$ cat src/aqs_cfg.svh
// Constants for the activity source qualifier: offsets, fields, reset values, timing.
`ifndef AQS_CFG_SVH
`define AQS_CFG_SVH

`define AQS_MASK_ADDR       16'hd872
`define AQS_CTRL_ADDR       16'hb072
`define AQS_MASK_RESET      16'h0000
`define AQS_WORD_W          16

`define AQS_MASK_PCS        15
`define AQS_MASK_POL        14
`define AQS_MASK_SEL_HI     13
`define AQS_MASK_SEL_LO     11
`define AQS_MASK_NMI        10
`define AQS_MASK_DISK       9
`define AQS_MASK_COP        8
`define AQS_MASK_ATTN_HI    7
`define AQS_MASK_ATTN_LO    6
`define AQS_MASK_RTC_REQ    5
`define AQS_MASK_PAR_REQ    4
`define AQS_MASK_TICK_REQ   3
`define AQS_MASK_RTC_SVC    2
`define AQS_MASK_PAR_SVC    1
`define AQS_MASK_TICK_SVC   0

`define AQS_CTRL_REQ_EN     15
`define AQS_CTRL_LATCH      12
`define AQS_CTRL_INACTIVITY_DETECTED      11
`define AQS_CTRL_AFTER      10
`define AQS_CTRL_BEFORE     9
`define AQS_CTRL_ENABLE     8
`define AQS_SETTING_RESET   8'h00

`define AQS_SEL_FIRST_OFF   3'h6
`define AQS_IRQ_TICK        0
`define AQS_IRQ_CASCADE     2
`define AQS_IRQ_GATED_A     3
`define AQS_IRQ_GATED_B     4
`define AQS_IRQ_PARALLEL    7
`define AQS_IRQ_RTC         8
`define AQS_ATTN_LINE_0     4'h5
`define AQS_ATTN_LINE_1     4'ha
`define AQS_ATTN_LINE_2     4'hb
`define AQS_ATTN_LINE_3     4'hf

`define AQS_COP_FIRST       16'h00f8
`define AQS_COP_LAST        16'h00ff

`define AQS_CLK_PERIOD_NS   4
`define AQS_FINE_STEP_NS    7800000
`define AQS_COARSE_STEP_S   64
`define AQS_NS_PER_S        1000000000
`define AQS_TIMER_W         17
`define AQS_PRESC_W         21
`define AQS_SRC_W           43

`endif

$ cat src/aqs_pkg.sv
// Types shared by the activity source qualifier.
package aqs_pkg;
    typedef enum logic [1:0] {
        AQS_IDLE  = 2'b01,
        AQS_COUNT = 2'b10
    } aqs_state_t;
    typedef logic [15:0] aqs_word_t;
endpackage

$ cat src/aqs_edge_pulse.sv
// Per-source rising edge detector producing one-cycle activity pulses.
`timescale 1ns/1ns
`default_nettype none
`include "aqs_cfg.svh"
module aqs_edge_pulse
    import aqs_pkg::*;
(
    input  wire logic                  clk,
    input  wire logic                  reset_n,
    input  wire logic [`AQS_SRC_W-1:0] srcLevel,
    output logic      [`AQS_SRC_W-1:0] srcPulse
);
    logic [`AQS_SRC_W-1:0] prev_q;
    logic [`AQS_SRC_W-1:0] prev_d;

    always_comb begin
        prev_d = srcLevel;
    end

    always_ff @(posedge clk) begin
        if (!reset_n) begin
            // A level already standing at reset release is not an edge
            prev_q <= '1;
        end else begin
            prev_q <= prev_d;
        end
    end

    // A source held high counts once, not for every cycle it stays up
    assign srcPulse = srcLevel & ~prev_q; // [RULE_22]
endmodule
`default_nettype wire

$ cat src/aqs_activity_qualifier.sv
// Activity source qualifier with inactivity timeout and its two I/O port registers.
//
// Notes on behaviour
// RULE_01: Enabled monitor counts, timeout raises local attention
// RULE_02: Unmasked activity restarts the count from zero
// RULE_03: Interrupts, power input, NMI, DMA, I/O count
// RULE_04: Cascade line 2 never counts as activity
// RULE_05: Lines 3,4 requests gated by controller mask
// RULE_06: Requests count only with request master enable
// RULE_07: Sixteen-bit mask register at port d872
// RULE_08: Mask bit 15 ignores chip-select range I/O
// RULE_09: Mask bit 14 picks power input polarity
// RULE_10: Mask bits 13-11 select watched power input
// RULE_11: Software clears latch enables of watched input
// RULE_12: Mask bit 10 ignores the NMI output
// RULE_13: Bit 9 ignores disk data port I/O
// RULE_14: Bit 8 ignores coprocessor I/O cycles
// RULE_15: Bits 7-6 exclude the attention interrupt line
// RULE_16: Bits 5-3 exclude requests of lines 8,7,0
// RULE_17: Bits 2-0 exclude in-service of lines 8,7,0
// RULE_18: Enable bit idles or starts the monitor
// RULE_19: Timeout sets flag, attention, restarts counting
// RULE_20: Timeout is coarse 64 s plus fine 7.8 ms
// RULE_21: Activity latch sets always, cleared writing zero
// RULE_22: Each source reduced to a one-cycle pulse
`timescale 1ns/1ns
`default_nettype none
`include "aqs_cfg.svh"
module aqs_activity_qualifier
    import aqs_pkg::*;
#(
    parameter int FINE_TICK_CYCLES = `AQS_FINE_STEP_NS / `AQS_CLK_PERIOD_NS,
    parameter int COARSE_TICKS     = int'((64'(`AQS_COARSE_STEP_S) * 64'(`AQS_NS_PER_S)) / 64'(`AQS_FINE_STEP_NS))
)
(
    input  wire logic        clk,
    input  wire logic        reset_n,
    input  wire logic [15:0] ioAddr,
    input  wire logic        ioWrite,
    input  wire logic        ioRead,
    input  wire logic [15:0] ioWrData,
    output logic      [15:0] ioRdData,
    output logic             ioRdValid,
    input  wire logic [15:0] pendingRequestBits,
    input  wire logic [15:0] inServiceBits,
    input  wire logic [15:0] irqCtrlMask,
    input  wire logic [7:2]  powerInputs,
    input  wire logic        nmiOut,
    input  wire logic        dmaCycle,
    input  wire logic        sxProcessor,
    input  wire logic        memIoSelect,
    input  wire logic        addrA23,
    input  wire logic        chipSelectHit,
    input  wire logic        diskPortHit,
    input  wire logic        diskChipSelEnable,
    output logic             localAttention,
    output logic             activityPulse
);
    localparam logic [`AQS_PRESC_W-1:0] PRESC_LAST = `AQS_PRESC_W'(FINE_TICK_CYCLES - 1);

    function automatic logic [3:0] attnLine(input logic [1:0] sel);
        logic [3:0] line;
        line = `AQS_ATTN_LINE_0;
        unique case (sel)
            2'h0: line = `AQS_ATTN_LINE_0;
            2'h1: line = `AQS_ATTN_LINE_1;
            2'h2: line = `AQS_ATTN_LINE_2;
            2'h3: line = `AQS_ATTN_LINE_3;
        endcase
        return line;
    endfunction

    // Total timeout in fine steps; the sum fits the 17-bit counter
    function automatic logic [`AQS_TIMER_W-1:0] timeoutTarget(input logic [7:0] s);
        logic [`AQS_PRESC_W-1:0] t;
        t = `AQS_PRESC_W'(s[7:4]) * `AQS_PRESC_W'(COARSE_TICKS) + `AQS_PRESC_W'(s[3:0]); // [RULE_20]
        return t[`AQS_TIMER_W-1:0];
    endfunction

    // Power input pins cross into the clock domain
    logic [5:0] pmcMeta_q;
    logic [5:0] pmcSync_q;

    always_ff @(posedge clk) begin
        if (!reset_n) begin
            pmcMeta_q <= 6'h00;
            pmcSync_q <= 6'h00;
        end else begin
            pmcMeta_q <= powerInputs;
            pmcSync_q <= pmcMeta_q;
        end
    end

    // Register state
    aqs_word_t           mask_q;
    aqs_word_t           mask_d;
    logic                reqEn_q;
    logic                reqEn_d;
    logic [7:0]          setting_q;
    logic [7:0]          setting_d;
    logic                latch_q;
    logic                latch_d;
    logic                inactivity_detected_q;
    logic                inactivity_detected_d;
    logic                after_q;
    logic                after_d;
    logic                before_q;
    logic                before_d;
    aqs_state_t          state_q;
    aqs_state_t          state_d;
    logic [`AQS_PRESC_W-1:0] presc_q;
    logic [`AQS_PRESC_W-1:0] presc_d;
    logic [`AQS_TIMER_W-1:0] tick_q;
    logic [`AQS_TIMER_W-1:0] tick_d;
    aqs_word_t           rdData_q;
    aqs_word_t           rdData_d;
    logic                rdValid_q;
    logic                rdValid_d;
    logic                actOut_q;
    logic                actOut_d;

    // Source qualification
    logic                  ioCycle;
    logic [15:0]           reqEnables;
    logic [15:0]           svcEnables;
    logic [15:0]           reqQual;
    logic [15:0]           svcQual;
    logic [5:0]            pmcQual;
    logic                  nmiQual;
    logic                  copQual;
    logic                  diskQual;
    logic                  pcsQual;
    logic [`AQS_SRC_W-1:0] srcLevel;
    logic [`AQS_SRC_W-1:0] srcPulse;
    logic                  actPulse;
    logic [2:0]            pmcSel;

    assign ioCycle = ioRead | ioWrite;
    assign pmcSel  = mask_q[`AQS_MASK_SEL_HI:`AQS_MASK_SEL_LO];

    always_comb begin
        reqEnables = 16'hffff;
        svcEnables = 16'hffff;
        reqEnables[`AQS_IRQ_CASCADE] = 1'b0; // [RULE_04]
        svcEnables[`AQS_IRQ_CASCADE] = 1'b0; // [RULE_04]
        reqEnables[attnLine(mask_q[`AQS_MASK_ATTN_HI:`AQS_MASK_ATTN_LO])] = 1'b0; // [RULE_15]
        svcEnables[attnLine(mask_q[`AQS_MASK_ATTN_HI:`AQS_MASK_ATTN_LO])] = 1'b0; // [RULE_15]
        if (mask_q[`AQS_MASK_RTC_REQ]) begin
            reqEnables[`AQS_IRQ_RTC] = 1'b0; // [RULE_16]
        end
        if (mask_q[`AQS_MASK_PAR_REQ]) begin
            reqEnables[`AQS_IRQ_PARALLEL] = 1'b0; // [RULE_16]
        end
        if (mask_q[`AQS_MASK_TICK_REQ]) begin
            reqEnables[`AQS_IRQ_TICK] = 1'b0; // [RULE_16]
        end
        if (mask_q[`AQS_MASK_RTC_SVC]) begin
            svcEnables[`AQS_IRQ_RTC] = 1'b0; // [RULE_17]
        end
        if (mask_q[`AQS_MASK_PAR_SVC]) begin
            svcEnables[`AQS_IRQ_PARALLEL] = 1'b0; // [RULE_17]
        end
        if (mask_q[`AQS_MASK_TICK_SVC]) begin
            svcEnables[`AQS_IRQ_TICK] = 1'b0; // [RULE_17]
        end
        // The interrupt controller's own mask hides these two requests
        reqEnables[`AQS_IRQ_GATED_A] = reqEnables[`AQS_IRQ_GATED_A] & ~irqCtrlMask[`AQS_IRQ_GATED_A]; // [RULE_05]
        reqEnables[`AQS_IRQ_GATED_B] = reqEnables[`AQS_IRQ_GATED_B] & ~irqCtrlMask[`AQS_IRQ_GATED_B]; // [RULE_05]
    end

    always_comb begin
        reqQual = reqEn_q ? (pendingRequestBits & reqEnables) : 16'h0000; // [RULE_06]
        svcQual = inServiceBits & svcEnables; // [RULE_17]
        pmcQual = 6'h00;
        // Codes 6 and 7 watch nothing
        if (pmcSel < `AQS_SEL_FIRST_OFF) begin
            pmcQual[pmcSel] = ~(pmcSync_q[pmcSel] ^ mask_q[`AQS_MASK_POL]); // [RULE_09] [RULE_10]
        end
        nmiQual  = nmiOut & ~mask_q[`AQS_MASK_NMI]; // [RULE_12]
        copQual  = ~mask_q[`AQS_MASK_COP] & (sxProcessor ? (ioCycle & addrA23 & ~memIoSelect) :
                   (ioCycle & (ioAddr >= `AQS_COP_FIRST) & (ioAddr <= `AQS_COP_LAST))); // [RULE_14]
        diskQual = ioCycle & diskPortHit & diskChipSelEnable & ~mask_q[`AQS_MASK_DISK]; // [RULE_13]
        pcsQual  = ioCycle & chipSelectHit & ~mask_q[`AQS_MASK_PCS]; // [RULE_08]
        srcLevel = {reqQual, svcQual, pmcQual, nmiQual, dmaCycle, copQual, diskQual, pcsQual}; // [RULE_03]
    end

    aqs_edge_pulse u_edge (
        .clk      (clk),
        .reset_n  (reset_n),
        .srcLevel (srcLevel),
        .srcPulse (srcPulse)
    );

    assign actPulse = |srcPulse; // [RULE_22]

    // Port decode, timer and flags
    logic wrMask;
    logic wrCtrl;
    logic counting;
    logic tickStrobe;
    logic timeoutHit;
    logic flagClear;
    logic [`AQS_TIMER_W-1:0] target;

    assign wrMask     = ioWrite & (ioAddr == `AQS_MASK_ADDR);
    assign wrCtrl     = ioWrite & (ioAddr == `AQS_CTRL_ADDR);
    assign counting   = (state_q == AQS_COUNT);
    assign target     = timeoutTarget(setting_q);
    assign tickStrobe = counting & (presc_q == PRESC_LAST);
    // A zero setting never times out; the monitor then only watches
    assign timeoutHit = tickStrobe & ~actPulse & (target != '0) &
                        ((tick_q + `AQS_TIMER_W'(1)) == target); // [RULE_01]
    assign flagClear  = wrCtrl & (~ioWrData[`AQS_CTRL_INACTIVITY_DETECTED] | ~ioWrData[`AQS_CTRL_ENABLE]);

    always_comb begin
        mask_d    = wrMask ? ioWrData : mask_q; // [RULE_07]
        reqEn_d   = wrCtrl ? ioWrData[`AQS_CTRL_REQ_EN] : reqEn_q;
        // Setting is only meant to change while idle; it is stored regardless
        setting_d = wrCtrl ? ioWrData[7:0] : setting_q;
        state_d   = state_q;
        presc_d   = presc_q;
        tick_d    = tick_q;
        unique case (state_q)
            AQS_IDLE: begin
                presc_d = '0;
                tick_d  = '0;
                if (wrCtrl && ioWrData[`AQS_CTRL_ENABLE]) begin
                    state_d = AQS_COUNT; // [RULE_18]
                end
            end
            AQS_COUNT: begin
                if (wrCtrl && !ioWrData[`AQS_CTRL_ENABLE]) begin
                    state_d = AQS_IDLE; // [RULE_18]
                    presc_d = '0;
                    tick_d  = '0;
                end else if (actPulse) begin
                    presc_d = '0; // [RULE_02]
                    tick_d  = '0; // [RULE_02]
                end else if (tickStrobe) begin
                    presc_d = '0;
                    tick_d  = timeoutHit ? '0 : tick_q + `AQS_TIMER_W'(1); // [RULE_19]
                end else begin
                    presc_d = presc_q + `AQS_PRESC_W'(1);
                end
            end
            default: begin
                state_d = AQS_IDLE;
                presc_d = '0;
                tick_d  = '0;
            end
        endcase
        // Every flag below lets a hardware set win over a clear in the same cycle
        latch_d  = (latch_q & ~(wrCtrl & ~ioWrData[`AQS_CTRL_LATCH])) | actPulse; // [RULE_21]
        inactivity_detected_d  = (inactivity_detected_q & ~flagClear) | timeoutHit; // [RULE_19]
        after_d  = (after_q & ~flagClear) | (counting & actPulse & inactivity_detected_q);
        before_d = (before_q & ~flagClear) | (counting & actPulse & ~inactivity_detected_q);
        actOut_d = actPulse;
        rdValid_d = ioRead & ((ioAddr == `AQS_MASK_ADDR) | (ioAddr == `AQS_CTRL_ADDR));
        rdData_d  = 16'h0000;
        if (ioRead && ioAddr == `AQS_MASK_ADDR) begin
            rdData_d = mask_q; // [RULE_07]
        end else if (ioRead && ioAddr == `AQS_CTRL_ADDR) begin
            rdData_d = {reqEn_q, 2'b00, latch_q, inactivity_detected_q, after_q, before_q, counting, setting_q};
        end
    end

    always_ff @(posedge clk) begin
        if (!reset_n) begin
            mask_q    <= `AQS_MASK_RESET;
            reqEn_q   <= 1'b0;
            setting_q <= `AQS_SETTING_RESET;
            latch_q   <= 1'b0;
            inactivity_detected_q   <= 1'b0;
            after_q   <= 1'b0;
            before_q  <= 1'b0;
            state_q   <= AQS_IDLE;
            presc_q   <= '0;
            tick_q    <= '0;
            rdData_q  <= 16'h0000;
            rdValid_q <= 1'b0;
            actOut_q  <= 1'b0;
        end else begin
            mask_q    <= mask_d;
            reqEn_q   <= reqEn_d;
            setting_q <= setting_d;
            latch_q   <= latch_d;
            inactivity_detected_q   <= inactivity_detected_d;
            after_q   <= after_d;
            before_q  <= before_d;
            state_q   <= state_d;
            presc_q   <= presc_d;
            tick_q    <= tick_d;
            rdData_q  <= rdData_d;
            rdValid_q <= rdValid_d;
            actOut_q  <= actOut_d;
        end
    end

    assign ioRdData       = rdData_q;
    assign ioRdValid      = rdValid_q;
    assign localAttention = inactivity_detected_q; // [RULE_01]
    assign activityPulse  = actOut_q;
endmodule
`default_nettype wire

$ cat config.mk
export PLATFORM = sky130hd
export DESIGN_NAME = aqs_activity_qualifier
export DESIGN_NICKNAME = d
export VERILOG_FILES = /design/src/aqs_pkg.sv /design/src/aqs_edge_pulse.sv /design/src/aqs_activity_qualifier.sv
export VERILOG_INCLUDE_DIRS = /design/src
export SDC_FILE = /design/constraint.sdc
export NUM_CORES = 1
export LEC_CHECK = 0
export BUFFER_PORTS_ARGS = -buffer_cell sky130_fd_sc_hd__clkbuf_2
export CAP_MARGIN = 40
export CORE_UTILIZATION = 35
export DETAILED_ROUTE_END_ITERATION = 7
export SLEW_MARGIN = 30
export SYNTH_ARGS = -nofsm -noshare
export SYNTH_HDL_FRONTEND = slang
export SYNTH_SLANG_ARGS = --single-unit
$ cat constraint.sdc
create_clock -name clk -period 3.65 [get_ports clk]
set_input_delay 0.365 -clock clk [delete_from_list [all_inputs] [get_ports clk]]
set_output_delay 0.365 -clock clk [all_outputs]
set_load 0.05 [all_outputs]
Word-level counts from Yosys, hierarchy flattened
Index checks and enable logic that the tools add are counted.
{"block": "totals", "elab_cells": 133, "inputBits": 98, "register_bits": 142, "output_inout_bits": 19}
{"block": "op_classes", "muxes": 22, "reduce_logical": 13, "mul": 1, "n_lt_le_gt_ge": 7, "addsub": 3, "eq_ne": 11, "bitwise_logic": 60}
{"cell": "two-way mux 16 bit", "count": 3}
{"cell": "OR reduction 47 bit", "count": 1}
{"cell": "OR reduction 46 bit", "count": 1}
{"cell": "AND 43 bit", "count": 1}
{"cell": "inverter 43 bit", "count": 1}
{"cell": "OR reduction 43 bit", "count": 1}
{"cell": "AND 16 bit", "count": 2}
{"cell": "== test 16 bit (second input constant)", "count": 2}
{"cell": "AND 1 bit", "count": 29}
{"cell": "adder 21 x 1 -> 21 bit (second input constant)", "count": 1}
{"cell": "== test 21 bit (second input constant)", "count": 1}
{"cell": "adder 17 x 1 -> 17 bit (second input constant)", "count": 1}
{"cell": "adder 17 x 4 -> 17 bit", "count": 1}
{"cell": "== test 17 bit", "count": 1}
{"cell": "multiplier 4 x 14 -> 17 bit (second input constant)", "count": 1}
{"cell": "two-way mux 17 bit", "count": 1}
{"cell": "inverter 1 bit", "count": 17}
{"cell": "nonzero test 17 bit", "count": 1}
{"cell": ">= comparator 16 x 8 -> 1 bit (second input constant)", "count": 1}
{"cell": "<= comparator 16 x 8 -> 1 bit (second input constant)", "count": 1}
{"cell": "one-hot mux 4 bit (4 select lines)", "count": 1}
{"cell": "inverter 15 bit", "count": 1}
{"cell": "two-way mux 1 bit", "count": 10}
{"cell": "OR 1 bit", "count": 7}
{"cell": "other kinds (21)", "count": 30}

Longest topological paths before layout
{"block": "depth", "word_depth": 17, "depth_mapped": 14, "mapped_depth_nobuf": 13}

Cells and area by module
Synthesis repeated with hierarchy kept, for this count alone.
{"block": "hier_totals", "hier_cells": 730, "area_unflattened_um2": 6677.7}
{"mod": "aqs_activity_qualifier", "seq_area_each_um2": 1981.9, "n_inst": 1, "cells_per_inst": 597, "area_per_inst_um2": 5256.3}
{"mod": "aqs_edge_pulse", "seq_area_each_um2": 860.8, "n_inst": 1, "cells_per_inst": 133, "area_per_inst_um2": 1421.4}

Least setup slack after synthesis
Ideal clock, no wire load.
{"block": "synth_path", "path_type": "register to register", "startpoint": "register setting_q[7]", "endpoint": "register tick_q[4]", "path_slack_ps": -91, "synth_period_minus_slack_ps": 3741, "path_stages_with_launch": 14, "setup_ps": 122, "required_time_ps": 3528, "t_arrival_ps": 3620, "n_path_buf": 1, "path_cell_list": "dfxtp_1 -> ha_1 -> ha_1 -> fa_1 -> ha_1 -> nand2b_1 -> a21oi_2 -> a2111oi_0 -> nor4b_1 -> or2_1 -> a2111oi_4 -> buf_6 -> nor4_1 -> a221o_1"}
{"block": "synth_between", "elab_chain_cells": 6, "word_cells_on_any_way": 7, "cone_classes": "add/sub (1); mul (1); eq/ne (1); mux (1); bitwise (2); reduce/logical (1)"}
{"element": "start, declared", "line": "aqs_activity_qualifier.sv:99", "source": "logic [7:0] setting_q;"}
{"element": "start signal, assigned", "line": "aqs_activity_qualifier.sv:271", "source": "setting_q <= `AQS_SETTING_RESET;"}
{"element": "start signal, assigned", "line": "aqs_activity_qualifier.sv:285", "source": "setting_q <= setting_d;"}
{"element": "multiplier 4 x 14 -> 17 bit (no line) (*)"}
{"element": "adder 17 x 4 -> 17 bit (no line) (*)"}
{"element": "nonzero test 17 bit", "line": "aqs_activity_qualifier.sv:211", "source": "assign timeoutHit = tickStrobe & ~actPulse & (target != '0) &"}
{"element": "AND 1 bit", "line": "aqs_activity_qualifier.sv:211"}
{"element": "AND 1 bit (*)", "line": "aqs_activity_qualifier.sv:211"}
{"element": "two-way mux 17 bit (*)", "line": "aqs_activity_qualifier.sv:241", "source": "tick_d = timeoutHit ? '0 : tick_q + `AQS_TIMER_W'(1);"}
{"element": "end signal, assigned", "line": "aqs_activity_qualifier.sv:292", "source": "tick_q <= tick_d;"}
{"element": "end, declared", "line": "aqs_activity_qualifier.sv:113", "source": "logic [`AQS_TIMER_W-1:0] tick_q;"}
Every way passes the cells marked *; elsewhere a longest branch is shown, timed or not.
A chain may end at the register's enable or synchronous reset.

Worst setup path in the final report
{"block": "layout_path", "startpoint": "register setting_q[5]", "endpoint": "register inactivity_detected_q (netlist: localAttention)"}
{"block": "layout_between", "elab_chain_cells": 6, "word_cells_on_any_way": 7, "cone_classes": "add/sub (1); mul (1); eq/ne (1); bitwise (3); reduce/logical (1)"}
{"element": "multiplier 4 x 14 -> 17 bit (no line) (*)"}
{"element": "adder 17 x 4 -> 17 bit (no line) (*)"}
{"element": "nonzero test 17 bit", "line": "aqs_activity_qualifier.sv:211"}
{"element": "AND 1 bit", "line": "aqs_activity_qualifier.sv:211"}
{"element": "AND 1 bit (*)", "line": "aqs_activity_qualifier.sv:211"}
{"element": "OR 1 bit (*)", "line": "aqs_activity_qualifier.sv:254", "source": "inactivity_detected_d = (inactivity_detected_q & ~flagClear) | timeoutHit;"}
{"element": "end signal, assigned", "line": "aqs_activity_qualifier.sv:287", "source": "inactivity_detected_q <= inactivity_detected_d;"}
{"element": "end, declared", "line": "aqs_activity_qualifier.sv:103", "source": "logic inactivity_detected_q;"}
Marked as above.

==> results.toml <==
[worst_setup_path]
cpMostUsedCell = "ha_4"
cp_top_family = "adder cells"
rrSetupSlack_ns = -0.04
end_kind = "flop"
crit_fanout = 6
arrival_ns = 4.04
start_kind = "flop"
path_class = "flop to flop"
crit_slowest_cell = "fa_1"
r2r_start = "setting_q[5]"
r2r-end = "localAttention"
required_ns = 4.00
path_cells = "ha_4 > ha_4 > fa_1 > ha_4 > nand2b_4 > a21oi_4 > buf_6 > xnor3_1 > xor2_1 > a31oi_2 > a2111oi_4 > buf_4 > buf_12 > a22oi_2 > nor2b_1"
crit_buf_inv = 3
r2r_cells = 15
critPathMaxStageDelay_ns = 0.51

[place]
placed_area_um2 = 7560
post-place-cells = 1059
dpl.hpwl_mm = 11.6
place_congestion = 0.830
port_buffers = 100

[cells_and_area]
diodes = 0
final_util = 0.450
n_fill_cell = 1825
synthToLayoutAreaGrowth_pct = 26.2
layout.cells.non_filler = 1098
num-nets-final = 981
stdcell_area_um2 = 8420
drive_above_1_share = 0.251

[power_and_ir_drop]
vdd_drop_max_mv = 0.291
p_total_mw = 3.40
power_leakage_nw = 3.48
pwr_density_cell_nw_per_um2 = 403

[grt]
grt_max_degree = 82
globalRouteTotalUtil = 0.171
antenna_found_initial = 0
grt_pass1_vias = 5281
grt_pass1_wl_mm = 26.2
grt-ovfl-total = 0

[floorplanning]
fp.coreArea_um2 = 18700
die-area_um2 = 19600
die_x_um = 140
start_util = 0.357
row_count = 50
io_pins = 117
die_y_um = 140

[yosys]
synth.top_cell.area_share = 0.420
yosys.area.top_type = "dfxtp_1"
yosys_warnings = 0
synth-seq-cells = 140
yosysMostFrequentCell = "dfxtp_1"
seq_area_frac_synth = 0.420
syn_area_per_cell_um2 = 9.16
syn_nets = 858
mappedNetlistArea_um2 = 6670
yosys-top-cells-count = "dfxtp_1 (140), nand2_1 (95), nor2_1 (49), ha_1 (30), xor2_1 (28)"
synth-edff-count = 0
synth_cell_types = 75
async_flop_share = 0
synth_ff_type = "dfxtp_1"
synthTopCellsByArea = "dfxtp_1 (42%), ha_1 (5.6%), nand2_1 (5.3%), xor2_1 (3.7%), xnor2_1 (3.3%)"
synthCells = 728

[worst_hold_path]
min_to = "u_edge.prev_q[3]"
min_path_type = "input pin to flop"
hp-start = "dmaCycle"
hold_depth = 2

[timing]
relSlewSlack = 0.525
final-hold-violation-count = 0
rsz0062_at_grt = "true"
finalClockSkew_ns = 0.00877
final-setup-viol-count = 5
fin_crit_ns = 3.69
fmax_ghz = 0.271
setup_slack_ns = -0.0415
min_period_over_period = 1.01
maxSlewViolCount = 0
max_slew.worst_pin.slew_ns = 0.713

[clock_tree]
cts_sinks = 140
htreeDepth = 4
root_buffer = "clkbuf_16"
cts_made_buffers = 17
cts.clk_slew.worst_paths_ns = 0.06
cts_tree = "built"
cts.hold.buffers_added = 0
clockBufferDepth = 2
clock_latency_ns = 0.42

[detailed_routing]
vias = 5411
drt_iter0_drc = 275
wl_per_cell_um = 14.4
ant_nets = 0
drcViolationCount = 0
dr.pass1.iters = 5
routed_wl_mm = 15.9
vias_per_cell = 4.93

[run]
max_cap_viol_count = 0

[outcome]
status = "finished, violations left"
violations = "negative setup slack"
worst max path at each step:
stage | startpoint | end | slack, ns | depth (start not counted)
floorplan | setting_q[6] | tick_q[4] | 0.03 | 14
global placement | setting_q[5] | tick_q[0] | -0.14 | 12
detailed placement | setting_q[5] | tick_q[0] | -0.15 | 12
CTS | setting_q[7] | localAttention | 0.01 | 16
global route | setting_q[5] | localAttention | -0.19 | 15
finish | setting_q[5] | localAttention | -0.04 | 15
cells in the final DEF, fill, tap and decap left out, drive strengths merged, types with 8 or more instances in the layout:
cell type	instances
a21boi	17
a21oi	11
a22o	15
and2	19
buf	40
clkbuf	118
dfxtp	140
ha	30
inv	35
mux2i	11
nand2	95
nand2b	21
nand3	22
nand3b	14
nand4	15
nor2	50
nor2b	18
nor3	20
nor4	8
o21ai	13
xnor2	25
xor2	28
sequential cells by signal, indices dropped and copies added, names as in the netlist:
register	count
u_edge.prev_q	41
presc_q	21
tick_q	17
ioRdData	16
mask_q	16
setting_q	8
pmcMeta_q	6
pmcSync_q	6
state_q	2
activityPulse	1
after_q	1
before_q	1
ioRdValid	1
latch_q	1
localAttention	1
reqEn_q	1
through the flow:
stage	hold WS [ns]	setup WS (ns)	setup TNS [ns]
3_5_place_dp	0.423	-0.153	-0.976
4_1_cts	0.123	0.0120	0
2_1_floorplan	0.412	0.0256	0
3_3_place_gp	0.422	-0.141	-0.539
6_report	0.143	-0.0415	-0.0936
5_1_grt	0.114	-0.187	-1.71
where the power goes:
part	switching (mW)	leakage [nW]	internal, mW
sequential	0.00833	1.15	1.56
combinational	0.0588	2.04	0.0636
clock	0.721	0.289	0.984
total	0.788	3.48	2.61
cells by family after synthesis:
group                    share of synthesized area
adder cells (fa/ha/maj)                     0.0623
flip-flops                                   0.420
buffers and inverters                       0.0403
AND/OR/NAND/NOR                              0.259
XOR/XNOR                                    0.0763
multiplexers                                0.0216
AO/OA/AOI/OAI                                0.120
cell type report:
cell class              instances  area (um2)  share of cell area
multi-input cells             525        3800               0.451
repair buffers                140         825              0.0979
flip-flops and latches        140        2810               0.334
clock inverters                14         151              0.0180
inverters                      27         101              0.0120
clock buffers                  18         439              0.0522
well taps                     234         293              0.0348
per-layer routing:
layer  part of all wire  track usage  vias up  wire length [um]
met5                  0            0        -                 0
met4              0.011       0.0544        0               167
met3              0.054       0.0622       12               859
met2               0.46        0.271       94              7360
met1               0.47        0.215     2516              7480
li1                   -            -     2789                 -
worst reg2reg max path, cell delays in order, from the launching register on:
cell and delay, ns:
dfxtp_4 0.36, ha_4 0.27, ha_4 0.19, fa_1 0.51
ha_4 0.31, nand2b_4 0.06, a21oi_4 0.20, buf_6 0.13
xnor3_1 0.33, xor2_1 0.18, a31oi_2 0.13, a2111oi_4 0.49
buf_4 0.22, buf_12 0.11, a22oi_2 0.06, nor2b_1 0.10
what timing repair did:
| item | 4_1_cts | 5_1_grt |
|---|---|---|
| setup buffers | 3 | 6 |
| pin swaps | 12 | 19 |
| resized for setup | 15 | 19 |
| hold endpoints to repair | 0 | 0 |
| endpoints found under the setup margin | 12 | 14 |
No activity file was read; power rests on OpenSTA's default activity.
